### src/logic/ncc_map.vh
`ifndef NCC_MAP_VH
`define NCC_MAP_VH

// Register indexes (byte address = 4 * index)
`define NCC_IDX_MODE      30'h00fe0000
`define NCC_IDX_GW_FIRST  30'h00fe0001
`define NCC_IDX_GW_LAST   30'h00fe0004
`define NCC_IDX_SUB_FIRST 30'h00fe0005
`define NCC_IDX_SUB_LAST  30'h00fe0008
`define NCC_IDX_MAC_FIRST 30'h00fe0009
`define NCC_IDX_MAC_LAST  30'h00fe000e
`define NCC_IDX_IP_FIRST  30'h00fe000f
`define NCC_IDX_IP_LAST   30'h00fe0012
`define NCC_IDX_DROP_CNT  30'h00fe0013

// Number of byte slots in the bank, mode register included
`define NCC_NUM_BYTES     19

// Mode register fields
`define NCC_MODE_RST_BIT   7
`define NCC_MODE_PB_BIT    4
`define NCC_MODE_PPPOE_BIT 3
`define NCC_MODE_WR_MASK   8'h18

// Reset values
`define NCC_MODE_RESET     8'h00
`define NCC_BYTE_RESET     8'h00
`define NCC_DROP_RESET     8'h00

// Soft reset duration
`define NCC_CLK_PERIOD_NS  4
`define NCC_SRST_TIME_NS   64
`define NCC_SRST_CYCLES    ((`NCC_SRST_TIME_NS) / (`NCC_CLK_PERIOD_NS))

`endif

### src/logic/ncc_common_regs.v
// Summary of operation
// RULE_01: Writing 1 to mode bit 7 reinitialises the bank and the bit clears itself when that reset ends.
// RULE_02: While mode bit 4 is set incoming ping requests get no reply, otherwise replies go out; the code also sends no reply during a soft reset.
// RULE_03: Mode bit 3 turns point-to-point-over-Ethernet operation on when 1 and off when 0.
// RULE_04: The mode register sits at index 0xFE0000, is read-write and resets to zero.
// RULE_05: The gateway address takes indexes 0xFE0001 to 0xFE0004, first octet lowest, reset zero.
// RULE_06: The subnet mask takes indexes 0xFE0005 to 0xFE0008, top octet lowest, reset zero.
// RULE_07: The source hardware address takes indexes 0xFE0009 to 0xFE000E, first octet lowest, reset zero.
// RULE_08: The source IP address takes indexes 0xFE000F to 0xFE0012, first octet lowest, reset zero.
// RULE_09: Mode bits 6, 5, 2, 1 and 0 read as zero and software writes zero to them.
//
// Local design decision: the APB register port.
`timescale 1ns/1ps
`default_nettype none
`include "ncc_map.vh"

module ncc_common_regs #(
  parameter integer SRST_CYCLES = `NCC_SRST_CYCLES
) (
  input  wire        pclk,
  input  wire        presetn,
  input  wire        psel,
  input  wire        penable,
  input  wire        pwrite,
  input  wire [31:0] paddr,
  input  wire [31:0] pwdata,
  output reg  [31:0] prdata,
  output reg         pready,
  output reg         pslverr,
  input  wire        echo_request,
  output reg         echo_reply_go,
  output wire        ping_block,
  output wire        pppoe_enable,
  output wire        core_soft_reset,
  output wire [31:0] gateway_address,
  output wire [31:0] subnet_mask,
  output wire [47:0] source_mac_address,
  output wire [31:0] source_ip_address
);

  localparam integer NB = `NCC_NUM_BYTES;

  // Byte store; slot 0 is the mode register
  reg  [7:0]  mem_r [0:NB-1];
  reg  [7:0]  drop_cnt_r;
  reg  [7:0]  drop_cnt_nxt;
  reg  [31:0] rd_nxt;
  reg         err_nxt;
  wire [29:0] idx;
  wire        setup;
  wire        access_done;
  wire        wr_ok;
  wire        srst_busy;
  wire        srst_start;
  integer     i;

  assign idx         = paddr[31:2];
  assign setup       = psel && !penable;
  assign access_done = psel && penable && pready;

  // Index falls in the configuration byte bank
  function in_bank;
    input [29:0] a;
    begin
      in_bank = (a >= `NCC_IDX_MODE) && (a <= `NCC_IDX_IP_LAST);
    end
  endfunction

  // Slot number inside the byte bank
  function [4:0] slot_of;
    input [29:0] a;
    reg   [29:0] d;
    begin
      d       = a - `NCC_IDX_MODE;
      slot_of = d[4:0];
    end
  endfunction

  // Any address the slave answers without error
  function mapped;
    input [29:0] a;
    input [1:0]  lo;
    begin
      mapped = (lo == 2'b00) &&
               (in_bank(a) || a == `NCC_IDX_DROP_CNT);
    end
  endfunction

  // Read view of one byte; mode bit 7 shows the soft reset in progress
  function [7:0] rd_byte;
    input [29:0] a;
    input [7:0]  mode;
    input [7:0]  val;
    input [7:0]  drops;
    input        busy;
    begin
      if (a == `NCC_IDX_MODE) begin
        rd_byte = (mode & `NCC_MODE_WR_MASK) |
                  {busy, 7'h00}; // [RULE_01] [RULE_09]
      end else if (a == `NCC_IDX_DROP_CNT) begin
        rd_byte = drops;
      end else begin
        rd_byte = val;
      end
    end
  endfunction

  // Decode in the setup phase so the access phase completes at once
  always @* begin
    rd_nxt  = 32'h00000000;
    err_nxt = 1'b0;
    if (setup) begin
      err_nxt = !mapped(idx, paddr[1:0]);
      if (!pwrite && !err_nxt) begin
        rd_nxt[7:0] = rd_byte(idx, mem_r[0],
                              mem_r[slot_of(idx)],
                              drop_cnt_r, srst_busy);
      end
    end
  end

  always @(posedge pclk or negedge presetn) begin
    if (!presetn) begin
      pready  <= 1'b0;
      pslverr <= 1'b0;
      prdata  <= 32'h00000000;
    end else begin
      pready  <= setup;
      pslverr <= err_nxt;
      prdata  <= rd_nxt;
    end
  end

  // Writes land on the completing edge; ignored during soft reset
  assign wr_ok = access_done && pwrite && !pslverr && !srst_busy;

  assign srst_start = wr_ok && idx == `NCC_IDX_MODE &&
                      pwdata[`NCC_MODE_RST_BIT]; // [RULE_01]

  ncc_srst_seq #(
    .CYCLES (SRST_CYCLES),
    .CW     (8)
  ) u_srst (
    .pclk    (pclk),
    .presetn (presetn),
    .start   (srst_start),
    .busy_r  (srst_busy),
    .done_r  ()
  );

  // Byte bank; every byte resets to zero
  always @(posedge pclk or negedge presetn) begin
    if (!presetn) begin
      mem_r[0] <= `NCC_MODE_RESET; // [RULE_04]
      for (i = 1; i < NB; i = i + 1) begin
        mem_r[i] <= `NCC_BYTE_RESET; // [RULE_05] [RULE_06] [RULE_07] [RULE_08]
      end
    end else if (srst_start || srst_busy) begin
      // Held at reset values for the whole soft reset
      for (i = 0; i < NB; i = i + 1) begin
        mem_r[i] <= `NCC_BYTE_RESET; // [RULE_01]
      end
    end else if (wr_ok && in_bank(idx)) begin
      if (idx == `NCC_IDX_MODE) begin
        // Reserved bits never stored, so they read back as zero
        mem_r[0] <= pwdata[7:0] & `NCC_MODE_WR_MASK; // [RULE_04] [RULE_09]
      end else begin
        mem_r[slot_of(idx)] <= pwdata[7:0]; // [RULE_05] [RULE_06] [RULE_07] [RULE_08]
      end
    end
  end

  // Mode controls: ping block and PPPoE straight from the stored bits, soft reset from the sequencer busy flag
  assign ping_block      = mem_r[0][`NCC_MODE_PB_BIT];
  assign pppoe_enable    = mem_r[0][`NCC_MODE_PPPOE_BIT]; // [RULE_03]
  assign core_soft_reset = srst_busy;

  // Lowest index carries the most significant octet
  assign gateway_address    = {mem_r[1], mem_r[2],
                               mem_r[3], mem_r[4]}; // [RULE_05]
  assign subnet_mask        = {mem_r[5], mem_r[6],
                               mem_r[7], mem_r[8]}; // [RULE_06]
  assign source_mac_address = {mem_r[9],  mem_r[10], mem_r[11],
                               mem_r[12], mem_r[13], mem_r[14]}; // [RULE_07]
  assign source_ip_address  = {mem_r[15], mem_r[16],
                               mem_r[17], mem_r[18]}; // [RULE_08]

  // Saturates rather than wraps so a flood is not mistaken for quiet
  always @* begin
    drop_cnt_nxt = drop_cnt_r;
    if (echo_request && (ping_block || srst_busy) &&
        drop_cnt_r != 8'hff) begin
      drop_cnt_nxt = drop_cnt_r + 8'h01;
    end
  end

  always @(posedge pclk or negedge presetn) begin
    if (!presetn) begin
      echo_reply_go <= 1'b0;
      drop_cnt_r    <= `NCC_DROP_RESET;
    end else begin
      // A request during soft reset is dropped too
      echo_reply_go <= echo_request && !ping_block &&
                       !srst_busy; // [RULE_02]
      if (srst_start) begin
        drop_cnt_r <= `NCC_DROP_RESET; // [RULE_01]
      end else begin
        drop_cnt_r <= drop_cnt_nxt;
      end
    end
  end

endmodule

`default_nettype wire

### src/logic/ncc_srst_seq.v
`timescale 1ns/1ps
`default_nettype none
`include "ncc_map.vh"

module ncc_srst_seq #(
  parameter integer CYCLES = `NCC_SRST_CYCLES,
  parameter integer CW     = 8
) (
  input  wire          pclk,
  input  wire          presetn,
  input  wire          start,
  output reg           busy_r,
  output reg           done_r
);

  reg [CW-1:0] cnt_r;
  reg [CW-1:0] cnt_nxt;

  localparam integer  LAST_I = CYCLES - 1;
  localparam [CW-1:0] LAST   = LAST_I[CW-1:0];

  always @* begin
    cnt_nxt = cnt_r;
    if (start && !busy_r) begin
      cnt_nxt = {CW{1'b0}};
    end else if (busy_r) begin
      cnt_nxt = cnt_r + {{(CW-1){1'b0}}, 1'b1};
    end
  end

  // Busy spans exactly CYCLES clocks, then a one-cycle done pulse
  always @(posedge pclk or negedge presetn) begin
    if (!presetn) begin
      cnt_r  <= {CW{1'b0}};
      busy_r <= 1'b0;
      done_r <= 1'b0;
    end else begin
      cnt_r  <= cnt_nxt;
      done_r <= 1'b0;
      if (start && !busy_r) begin
        busy_r <= 1'b1;
      end else if (busy_r && cnt_r == LAST) begin
        busy_r <= 1'b0;
        done_r <= 1'b1;
      end
    end
  end

endmodule

`default_nettype wire

### config.mk
export PLATFORM = sky130hd
export DESIGN_NAME = ncc_common_regs
export DESIGN_NICKNAME = d
export VERILOG_FILES = /design/src/logic/ncc_common_regs.v /design/src/logic/ncc_srst_seq.v
export VERILOG_INCLUDE_DIRS = /design/src /design/src/logic
export SDC_FILE = /design/constraint.sdc
export NUM_CORES = 1
export LEC_CHECK = 0
export BUFFER_PORTS_ARGS = -buffer_cell sky130_fd_sc_hd__clkbuf_2
export CORE_MARGIN = 4
export CORE_UTILIZATION = 55
export DETAILED_ROUTE_END_ITERATION = 8
export PLACE_DENSITY = 0.81
export SETUP_SLACK_MARGIN = 0.02
export SLEW_MARGIN = 10
export SYNTH_ARGS = -nofsm -noshare
export SYNTH_HDL_FRONTEND = slang
export SYNTH_SLANG_ARGS = --single-unit
export TNS_END_PERCENT = 50
### constraint.sdc
create_clock -name pclk -period 2.2 [get_ports pclk]
set_input_delay 0.11 -clock pclk [delete_from_list [all_inputs] [get_ports pclk]]
set_output_delay 0.11 -clock pclk [all_outputs]
set_load 0.01 [all_outputs]
## After elaboration in Yosys (flattened, before gate mapping)

Index checks and enable logic that the tools add are counted.

- Input bits: 70
- Flip-flop bits (word level): 180

- Mux-type cells: 21
- Order comparisons: 4
- Equality and inequality tests: 5
- Bitwise logic cells: 2
- Reduce and logical (&&, ||, !) cells: 34
- Add/subtract/negate cells: 3

Operator list:

| kind | count |
|---|---|
| $mux 152 | 2 |
| $bwmux 152 | 1 |
| $mux 144 | 1 |
| $mux 8 | 12 |
| $eq 30x24->1 const B | 2 |
| $bmux 8 s5 | 1 |
| $demux 8 s5 | 1 |
| $ge 30x24->1 const B | 1 |
| $le 30x24->1 const B | 1 |
| $logic_and 1x1->1 | 19 |
| $add 8x1->8 const B | 2 |
| $eq 8x4->1 const B | 1 |
| $ne 8x8->1 const B | 1 |
| $or 5x8->8 | 1 |
| $reduce_bool 2->1 | 4 |
| $ge 6x6->1 const B | 1 |
| $logic_not 1->1 | 6 |
| $lt 6x1->1 const B | 1 |
| $not 5->6 | 1 |
| $sub 5x1->5 const B | 1 |
| $logic_or 1x1->1 | 3 |
| $mux 1 | 3 |
| $logic_not 2->1 | 1 |
| $ne 2x1->1 const B | 1 |
| $reduce_and 2->1 | 1 |

## Depth between registers and ports, before layout

Gate-level depths: netlist of run 1.

- Word-level depth: 10
- Gate-level depth with buffers: 8

## Hierarchy

From an unflattened synthesis of run 1, not the netlist that was laid out.

- Cell total of the unflattened synthesis: 1164
- Area, all modules: 11972.7 µm²

By module, submodules not included:

| module | times used | cells an instance | area an instance (µm²) |
|---|---|---|---|
| ncc_common_regs | 1 | 1118 | 11493.5 |
| ncc_srst_seq | 1 | 46 | 479.2 |

## Worst setup path before layout of run 1

Ideal clock, no wire load.

- Path kind: reg-to-reg
- From: reg u_srst.busy_r
- To: reg mem_r, in the netlist source_mac_address[0]
- Clock period less this slack: 2.106 ns
- Setup time: 0.119 ns
- Buffers on the path: 1
- Data arrival time: 1.987 ns
- Cell stages (with the launch flop): 7
- Setup slack: 0.094 ns
- Cells stage by stage: dfrtp_1 > and4b_1 > nand2_4 > buf_6 > nor4_4 > mux2i_1 > nor2_2

- Cells in the longest elaborated chain, start to end: 7

RTL lines:

| element | line | RTL |
|---|---|---|
| start: declaration | ncc_srst_seq.v:12 | `output reg busy_r,` |
| start signal: assignment | ncc_srst_seq.v:35 | `busy_r <= 1'b0;` |
| start signal: assignment | ncc_srst_seq.v:41 | `busy_r <= 1'b1;` |
| start signal: assignment | ncc_srst_seq.v:43 | `busy_r <= 1'b0;` |
| $logic_not 1->1 | ncc_common_regs.v:135 | `assign wr_ok = access_done && pwrite && !pslverr && !srst_busy;` |
| $logic_and 1x1->1 | ncc_common_regs.v:135 |  |
| $logic_and 1x1->1 (no source line) | -- |  |
| $logic_and 1x1->1 | ncc_common_regs.v:137 | `` assign srst_start = wr_ok && idx == `NCC_IDX_MODE && `` |
| $logic_or 1x1->1 | ncc_common_regs.v:158 | `end else if (srst_start \|\| srst_busy) begin` |
| $ne 2x1->1 (no source line) or $reduce_bool 2->1 (tied branches) | -- |  |
| $reduce_and 2->1 (no source line) | -- |  |
| end signal: indexed assignment | ncc_common_regs.v:156 | `` mem_r[i] <= `NCC_BYTE_RESET; `` |
| end signal: indexed assignment | ncc_common_regs.v:161 | `` mem_r[i] <= `NCC_BYTE_RESET; `` |
| end signal: indexed assignment | ncc_common_regs.v:168 | `mem_r[slot_of(idx)] <= pwdata[7:0];` |
| end: declaration | ncc_common_regs.v:44 | `reg [7:0] mem_r [0:NB-1];` |

Parallel ways exist; a longest one is shown, timed or not.
A chain may end at the register's enable or synchronous reset.

## Worst setup path after layout of run 1

- From: reg mem_r, in the netlist subnet_mask[11]
- To: reg prdata[3]

- Cells in the longest elaborated chain, start to end: 7

RTL lines:

| element | line | RTL |
|---|---|---|
| $bmux 8 s5 | ncc_common_regs.v:116 | `mem_r[slot_of(idx)],` |
| $mux 8 (implied by the code) (2 in a row) | ncc_common_regs.v:116 |  |
| $mux 8 | ncc_common_regs.v:100 | `` end else if (a == `NCC_IDX_DROP_CNT) begin `` |
| $mux 8 | ncc_common_regs.v:97 | `` if (a == `NCC_IDX_MODE) begin `` |
| $mux 8 | ncc_common_regs.v:114 | `if (!pwrite && !err_nxt) begin` |
| $mux 8 | ncc_common_regs.v:112 | `if (setup) begin` |
| via rd_nxt[3] | ncc_common_regs.v:47 | `reg [31:0] rd_nxt;` |
| end signal: assignment | ncc_common_regs.v:130 | `prdata <= rd_nxt;` |
| end: declaration | ncc_common_regs.v:27 | `output reg [31:0] prdata,` |

The timed path passes the listed nets, and every way through them passes these cells. The select of a mux whose other input is x is not followed.

==> results of run 1 <==
per-stage QoR:
step | setup slack, ns | area [sq um] | hold slack [ns]
5_1_grt | 0.0775 | 12000 | 0.0681
6_report | 0.0822 | 12000 | 0.0601
2_1_floorplan | 0.0942 | 10900 | -0.186
3_5_place_dp | 0.0381 | 11300 | 0.163
4_1_cts | 0.110 | 12000 | 0.0414
3_3_place_gp | 0.0232 | 11300 | 0.165
metal layers:
layer	share of wire	vias to the layer above	GRT usage	wire, um
met5	0	-	0	0
met2	0.48	377	0.404	13400
met3	0.081	56	0.0603	2280
met4	0.033	0	0.102	920
met1	0.41	3708	0.347	11400
li1	-	3301	-	-
where the power goes:
part	switching, mW	internal [mW]	total, mW
registers	0.0588	3.35	3.41
logic	0.311	0.171	0.482
clock network	1.36	1.71	3.07
worst min path at each step:
stage                   from  slack, ns               endpoint  cells past startpoint
floorplan            presetn      -0.19          drop_cnt_r[0]                      0
global placement     presetn       0.16  source_ip_address[29]                      1
detailed placement   presetn       0.16  source_ip_address[29]                      1
CTS                   pwrite       0.04              prdata[3]                      4
global route        paddr[0]       0.07              prdata[3]                      4
finish                pwrite       0.06              prdata[3]                      4
cell type report:
cell class | count | area share
clock inverter | 14 | 0.0127
sequential | 180 | 0.376
timing repair buffer | 275 | 0.147
clock buffer | 18 | 0.0366
inverter | 4 | 0.00125
tap | 265 | 0.0277
multi-input combinational | 575 | 0.399
cells in the final DEF (no fill, tap or decap), types with 15 or more instances in the layout:
master	instances
clkbuf_2	202
dfrtp_1	180
mux2i_1	164
nor2_1	90
nor2_2	73
buf_4	50
nand2_1	49
mux4_2	30
conb_1	24
nor4_4	20
clkbuf_16	17
buf_12	15
tightest hold or removal path: cells and delay by family:
| family | cells | cell delay [ns] |
|---|---|---|
| buffers and inverters | 1 | 0.09 |
| AO/OA/AOI/OAI | 1 | 0.06 |
| AND/OR/NAND/NOR | 2 | 0.20 |
cells by family (layout without fill, tap and decap cells):
kind of cell,Yosys count,in the layout,synth area share
fa+ha+maj,2,2,0.00231
other cells,1,24,0.000346
mux,199,199,0.219
flops,180,180,0.416
compound gates,41,41,0.0270
xor+xnor,14,14,0.0113
buf+inv,228,311,0.151
simple gates,295,295,0.173
registers in the layout, indices dropped and copies added (netlist names):
signal	cells
echo_reply_go	1
mem_r	6
prdata	8
pready	1
ping_block	1
pslverr	1
source_ip_address	32
u_srst.cnt_r	8
drop_cnt_r	8
source_mac_address	48
u_srst.busy_r	1
pppoe_enable	1
subnet_mask	32
gateway_address	32
==> results.py, run 1 <==
metrics = {
    "status": {
        "status": "finished, final reports clean",
    },
    "global_routing": {
        "grt_max_degree": 67,
        "grt_pass1_wl_mm": 43.6,
        "grt.total_usage": 0.256,
        "grt_pass1_vias": 7556,
        "grt_overflow": 0,
        "antenna_found_initial": 0,
    },
    "clock_tree": {
        "clkLatencyLatePin_ns": 0.44,
        "clock-sinks": 180,
        "cts_tree": "done",
        "cts.repair.resized": 0,
        "postCtsSetupBuffers": 0,
        "cts_buffers": 17,
        "cts_root_buf": "clkbuf_16",
        "path_clk_slew_ns": 0.07,
        "hold_buffers": 7,
        "cts.path.max_buffers": 2,
        "htreeDepth": 4,
    },
    "setup_path": {
        "crit_arrival_ns": 2.42,
        "crit_fanout": 3,
        "critPathLaunch": "subnet_mask[11]",
        "crit_buf_inv": 0,
        "crit_path_end": "prdata[3]",
        "crit_path_start_kind": "flop",
        "slowest_stage": "mux4_2",
        "crit_cells": 5,
        "endpoint_kind": "flop",
        "crit_path_cell_trace": "mux4_2 -> mux4_2 -> nor2b_1 -> a221oi_1 -> a211oi_1",
        "critical_path.most_common_cell": "mux4_2",
        "reg2reg_to": "prdata[3]",
        "cp_top_family": "multiplexers",
        "reg2reg_slack_ns": 0.08,
        "r2r-start": "subnet_mask[11]",
        "critical_path_class": "reg2reg",
        "reg2regPathDepth": 5,
        "cp_slowest_stage_delay_ns": 0.51,
        "worstPathRequired_ns": 2.51,
    },
    "cells_and_area": {
        "fill_cells": 1517,
        "drive_above_1_share": 0.411,
        "multi_input_area_sq_mm": 0.00478,
        "instances_no_fill": 1331,
        "regArea_sq_mm": 0.00450,
        "syn_to_final_growth_pct": 10.7,
        "fin_nets": 1125,
        "n_antenna_cell": 0,
        "utilization": 0.618,
    },
    "route": {
        "vias": 7442,
        "via_per_inst": 5.59,
        "drc_errors": 0,
        "antenna_left": 0,
        "wl_mm": 28.0,
        "drt_iter0_drc": 622,
        "routedWlPerCell_um": 21.1,
        "drt_first_pass_iters": 5,
    },
    "synthesis": {
        "synthFlopType": "dfrtp_1",
        "yosysMostFrequentCell": "dfrtp_1",
        "netlist_top_cells_area": "dfrtp_1 (42%), mux2i_1 (15%), buf_4 (12%)",
        "synthTopCellsByCount": "dfrtp_1 (180), buf_4 (179), mux2i_1 (164), nor2_1 (90), nor2_2 (73)",
        "ys_async_sr_fraction": 1.00,
        "ys_ff_latch": 180,
        "synth_area_leader_cell": "dfrtp_1",
        "ys_warn_count": 0,
        "synth_area_sq_mm": 0.0108,
        "yosysTopAreaCellShare": 0.416,
        "yosysUniqueCellTypes": 53,
        "seq_area_frac_synth": 0.416,
        "synthCells": 960,
        "syn_area_per_cell_sq_um": 11.3,
        "synth_edf_count": 0,
    },
    "floorplanning": {
        "initial_core_util": 0.558,
        "ios": 252,
        "die_h_um": 148,
        "die_w_um": 148,
        "dieArea_sq_mm": 0.0220,
        "core.rowCount": 51,
        "core-area_sq_mm": 0.0194,
    },
    "min_path": {
        "hp-class": "in2reg",
    },
    "flow_run": {
        "cap_violations": 0,
    },
    "placed_design": {
        "placed_cells": 1292,
        "hpwl_mm": 20.6,
        "portBuffers": 203,
        "routabilityCongestion": 0.910,
    },
    "sta": {
        "skew_ns": 0.0153,
        "worst_pin_slew_ns": 0.693,
        "rsz0062_at_grt": "false",
        "tns_ns": 0,
        "slew_headroom": 0.538,
        "slew_viol_final": 0,
        "fmax_mhz": 472,
        "final-setup-viol-count": 0,
        "final.period_utilization": 0.963,
        "hold_viol": 0,
        "finalCriticalPeriod_ns": 2.12,
    },
    "power": {
        "p_total_mw": 6.97,
        "powerDensity_mw_per_mm2": 581,
        "p_leak_nw": 5.84,
        "vdd_drop_max_v": 0.000525,
    },
}
Power figures use the tool's default switching activity.
==> run 2: changes to the inputs <==
REMOVE_ABC_BUFFERS = 1   (was unset)
==> run 2 against run 1 <==
Non-clock buffer count is 4 lower. Power up 0.18%. Routed wire length is 0.74% higher. Design area decreased by 0.18%. Die area is the same. First-iteration DRC count up 14%. Count of clock-buffer cells in the layout rose by 1. Clock skew fell by 0.0069 ns. Highest routed layer unchanged.
==> results.py, run 2 (synthesis gave the netlist of run 1 again) <==
metrics = {
    "status": {
        "status": "finished, final reports clean",
    },
    "cells_and_area": {
        "fin_nets": 1121,
        "drive_above_1_share": 0.409,
        "layout_common_cells": "clkbuf_2 (202), dfrtp_1 (180), mux2i_1 (164)",
        "final_cell_area_sq_mm": 0.0120,
        "instances_no_fill": 1327,
        "n_antenna_cell": 0,
        "final_common_cell": "clkbuf_2",
        "syn_to_final_growth_pct": 10.6,
        "largest_reg_flops": 48,
    },
    "placed_design": {
        "hpwl_mm": 20.4,
        "placed_cells": 1289,
        "postPlaceCellArea_sq_mm": 0.0113,
        "portBuffers": 203,
        "routabilityCongestion": 0.916,
    },
    "clock_tree": {
        "cts_buffers": 17,
        "htreeDepth": 4,
        "cts_tree": "done",
        "path_clk_slew_ns": 0.07,
        "cts.repair.resized": 0,
        "clkLatencyLatePin_ns": 0.44,
        "clock-sinks": 180,
        "cts_root_buf": "clkbuf_16",
        "cts.path.max_buffers": 2,
    },
    "route": {
        "drc_errors": 0,
        "antenna_left": 0,
        "drt_first_pass_iters": 5,
        "via_per_inst": 5.65,
        "drt_iter0_drc": 711,
        "vias": 7503,
        "wl_mm": 28.2,
        "routedWlPerCell_um": 21.3,
    },
    "setup_path": {
        "endpoint_kind": "flop",
        "worstPathRequired_ns": 2.51,
        "critPathLaunch": "source_ip_address[27]",
        "crit_path_cell_trace": "mux4_2 -> mux4_2 -> nor2b_1 -> a221oi_1 -> a211oi_1",
        "critical_path.most_common_cell": "mux4_2",
        "crit_path_start_kind": "flop",
        "r2r-start": "source_ip_address[27]",
        "cp_slowest_stage_delay_ns": 0.53,
        "crit_arrival_ns": 2.40,
        "critical_path_class": "reg2reg",
        "crit_fanout": 3,
        "slowest_stage": "mux4_2",
    },
    "power": {
        "vdd_drop_max_v": 0.000492,
        "p_leak_nw": 5.84,
        "powerDensity_mw_per_mm2": 583,
    },
    "global_routing": {
        "grt_pass1_vias": 7499,
        "antenna_found_initial": 0,
        "grt_overflow": 0,
        "grt.total_usage": 0.260,
        "grt_pass1_wl_mm": 43.8,
        "grt_max_degree": 61,
    },
    "floorplanning": {
        "dieArea_sq_mm": 0.0220,
        "initial_core_util": 0.558,
        "die_h_um": 148,
        "core.rowCount": 51,
        "ios": 252,
        "core-area_sq_mm": 0.0194,
        "die_w_um": 148,
    },
    "sta": {
        "final.period_utilization": 0.950,
        "hold_viol": 0,
        "fmax_mhz": 478,
        "tns_ns": 0,
        "slew_headroom": 0.582,
        "finalCriticalPeriod_ns": 2.09,
        "fin_hold_ws_ns": 0.0333,
        "rsz0062_at_grt": "false",
        "final-setup-viol-count": 0,
        "worst_pin_slew_ns": 0.625,
        "skew_ns": 0.00848,
        "slew_viol_final": 0,
    },
    "min_path": {
        "hp-start": "pwrite",
        "hp-class": "in2reg",
    },
    "flow_run": {
        "cap_violations": 0,
    },
}
## run 2: worst paths after layout
check / end / slack (ns) / cells after the start
min in group asynchronous: gateway_address[26] / 0.24 / 2
worst min-delay path: prdata[4] / 0.03 / 4
max in group asynchronous: gateway_address[14] / 1.28 / 3
worst max register to register: prdata[3] / 0.11 / 5
worst max-delay path: prdata[3] / 0.11 / 5
worst min register to register: mem_r[150] / 0.49 / 1
## run 2: power by group
part	total, mW	leakage [nW]	switching, mW	internal (mW)
Combinational	0.483	3.05	0.313	0.170
Clock	3.09	0.294	1.36	1.73
Sequential	3.41	2.50	0.0580	3.35
Total	6.98	5.84	1.73	5.25
## run 2: per-layer routing
layer,vias to the layer above,track usage,share of wire
met4,0,0.101,0.032
li1,3309,-,-
met5,-,0,0
met2,337,0.407,0.47
met3,55,0.0734,0.084
met1,3802,0.345,0.41
## run 2: what timing repair did
item,4_1_cts,5_1_grt
endpoints found under the hold margin,58,0
setup endpoints to repair,0,0
setup buffers,0,0
hold buffers,6,0
## run 2: layout make-up
cell class,count,area [sq um]
timing repair buffer,271,1750
clock inverter,13,148
multi-input combinational,575,4780
inverter,4,15.0
tap,265,332
clock buffer,19,443
fill,1568,7430
sequential,180,4500
## run 2: metrics by stage
| stage | total power [mW] | setup WS [ns] | util |
|---|---|---|---|
| final | 6.98 | 0.110 | 0.617 |
| after global routing | 7.21 | 0.0243 | 0.617 |
| after CTS | 7.01 | 0.141 | 0.617 |
| after detailed placement | 3.94 | 0.0439 | 0.583 |
| after global placement | 3.93 | 0.0856 | 0.583 |
| after floorplan | 3.63 | -2.88 | - |
## run 2: critical path, delay by kind of cell, from the launching register on
family           cells  cell delay (ns)
AO/OA/AOI/OAI        2             0.38
multiplexers         2             1.02
flip-flops           1             0.41
AND/OR/NAND/NOR      1             0.15
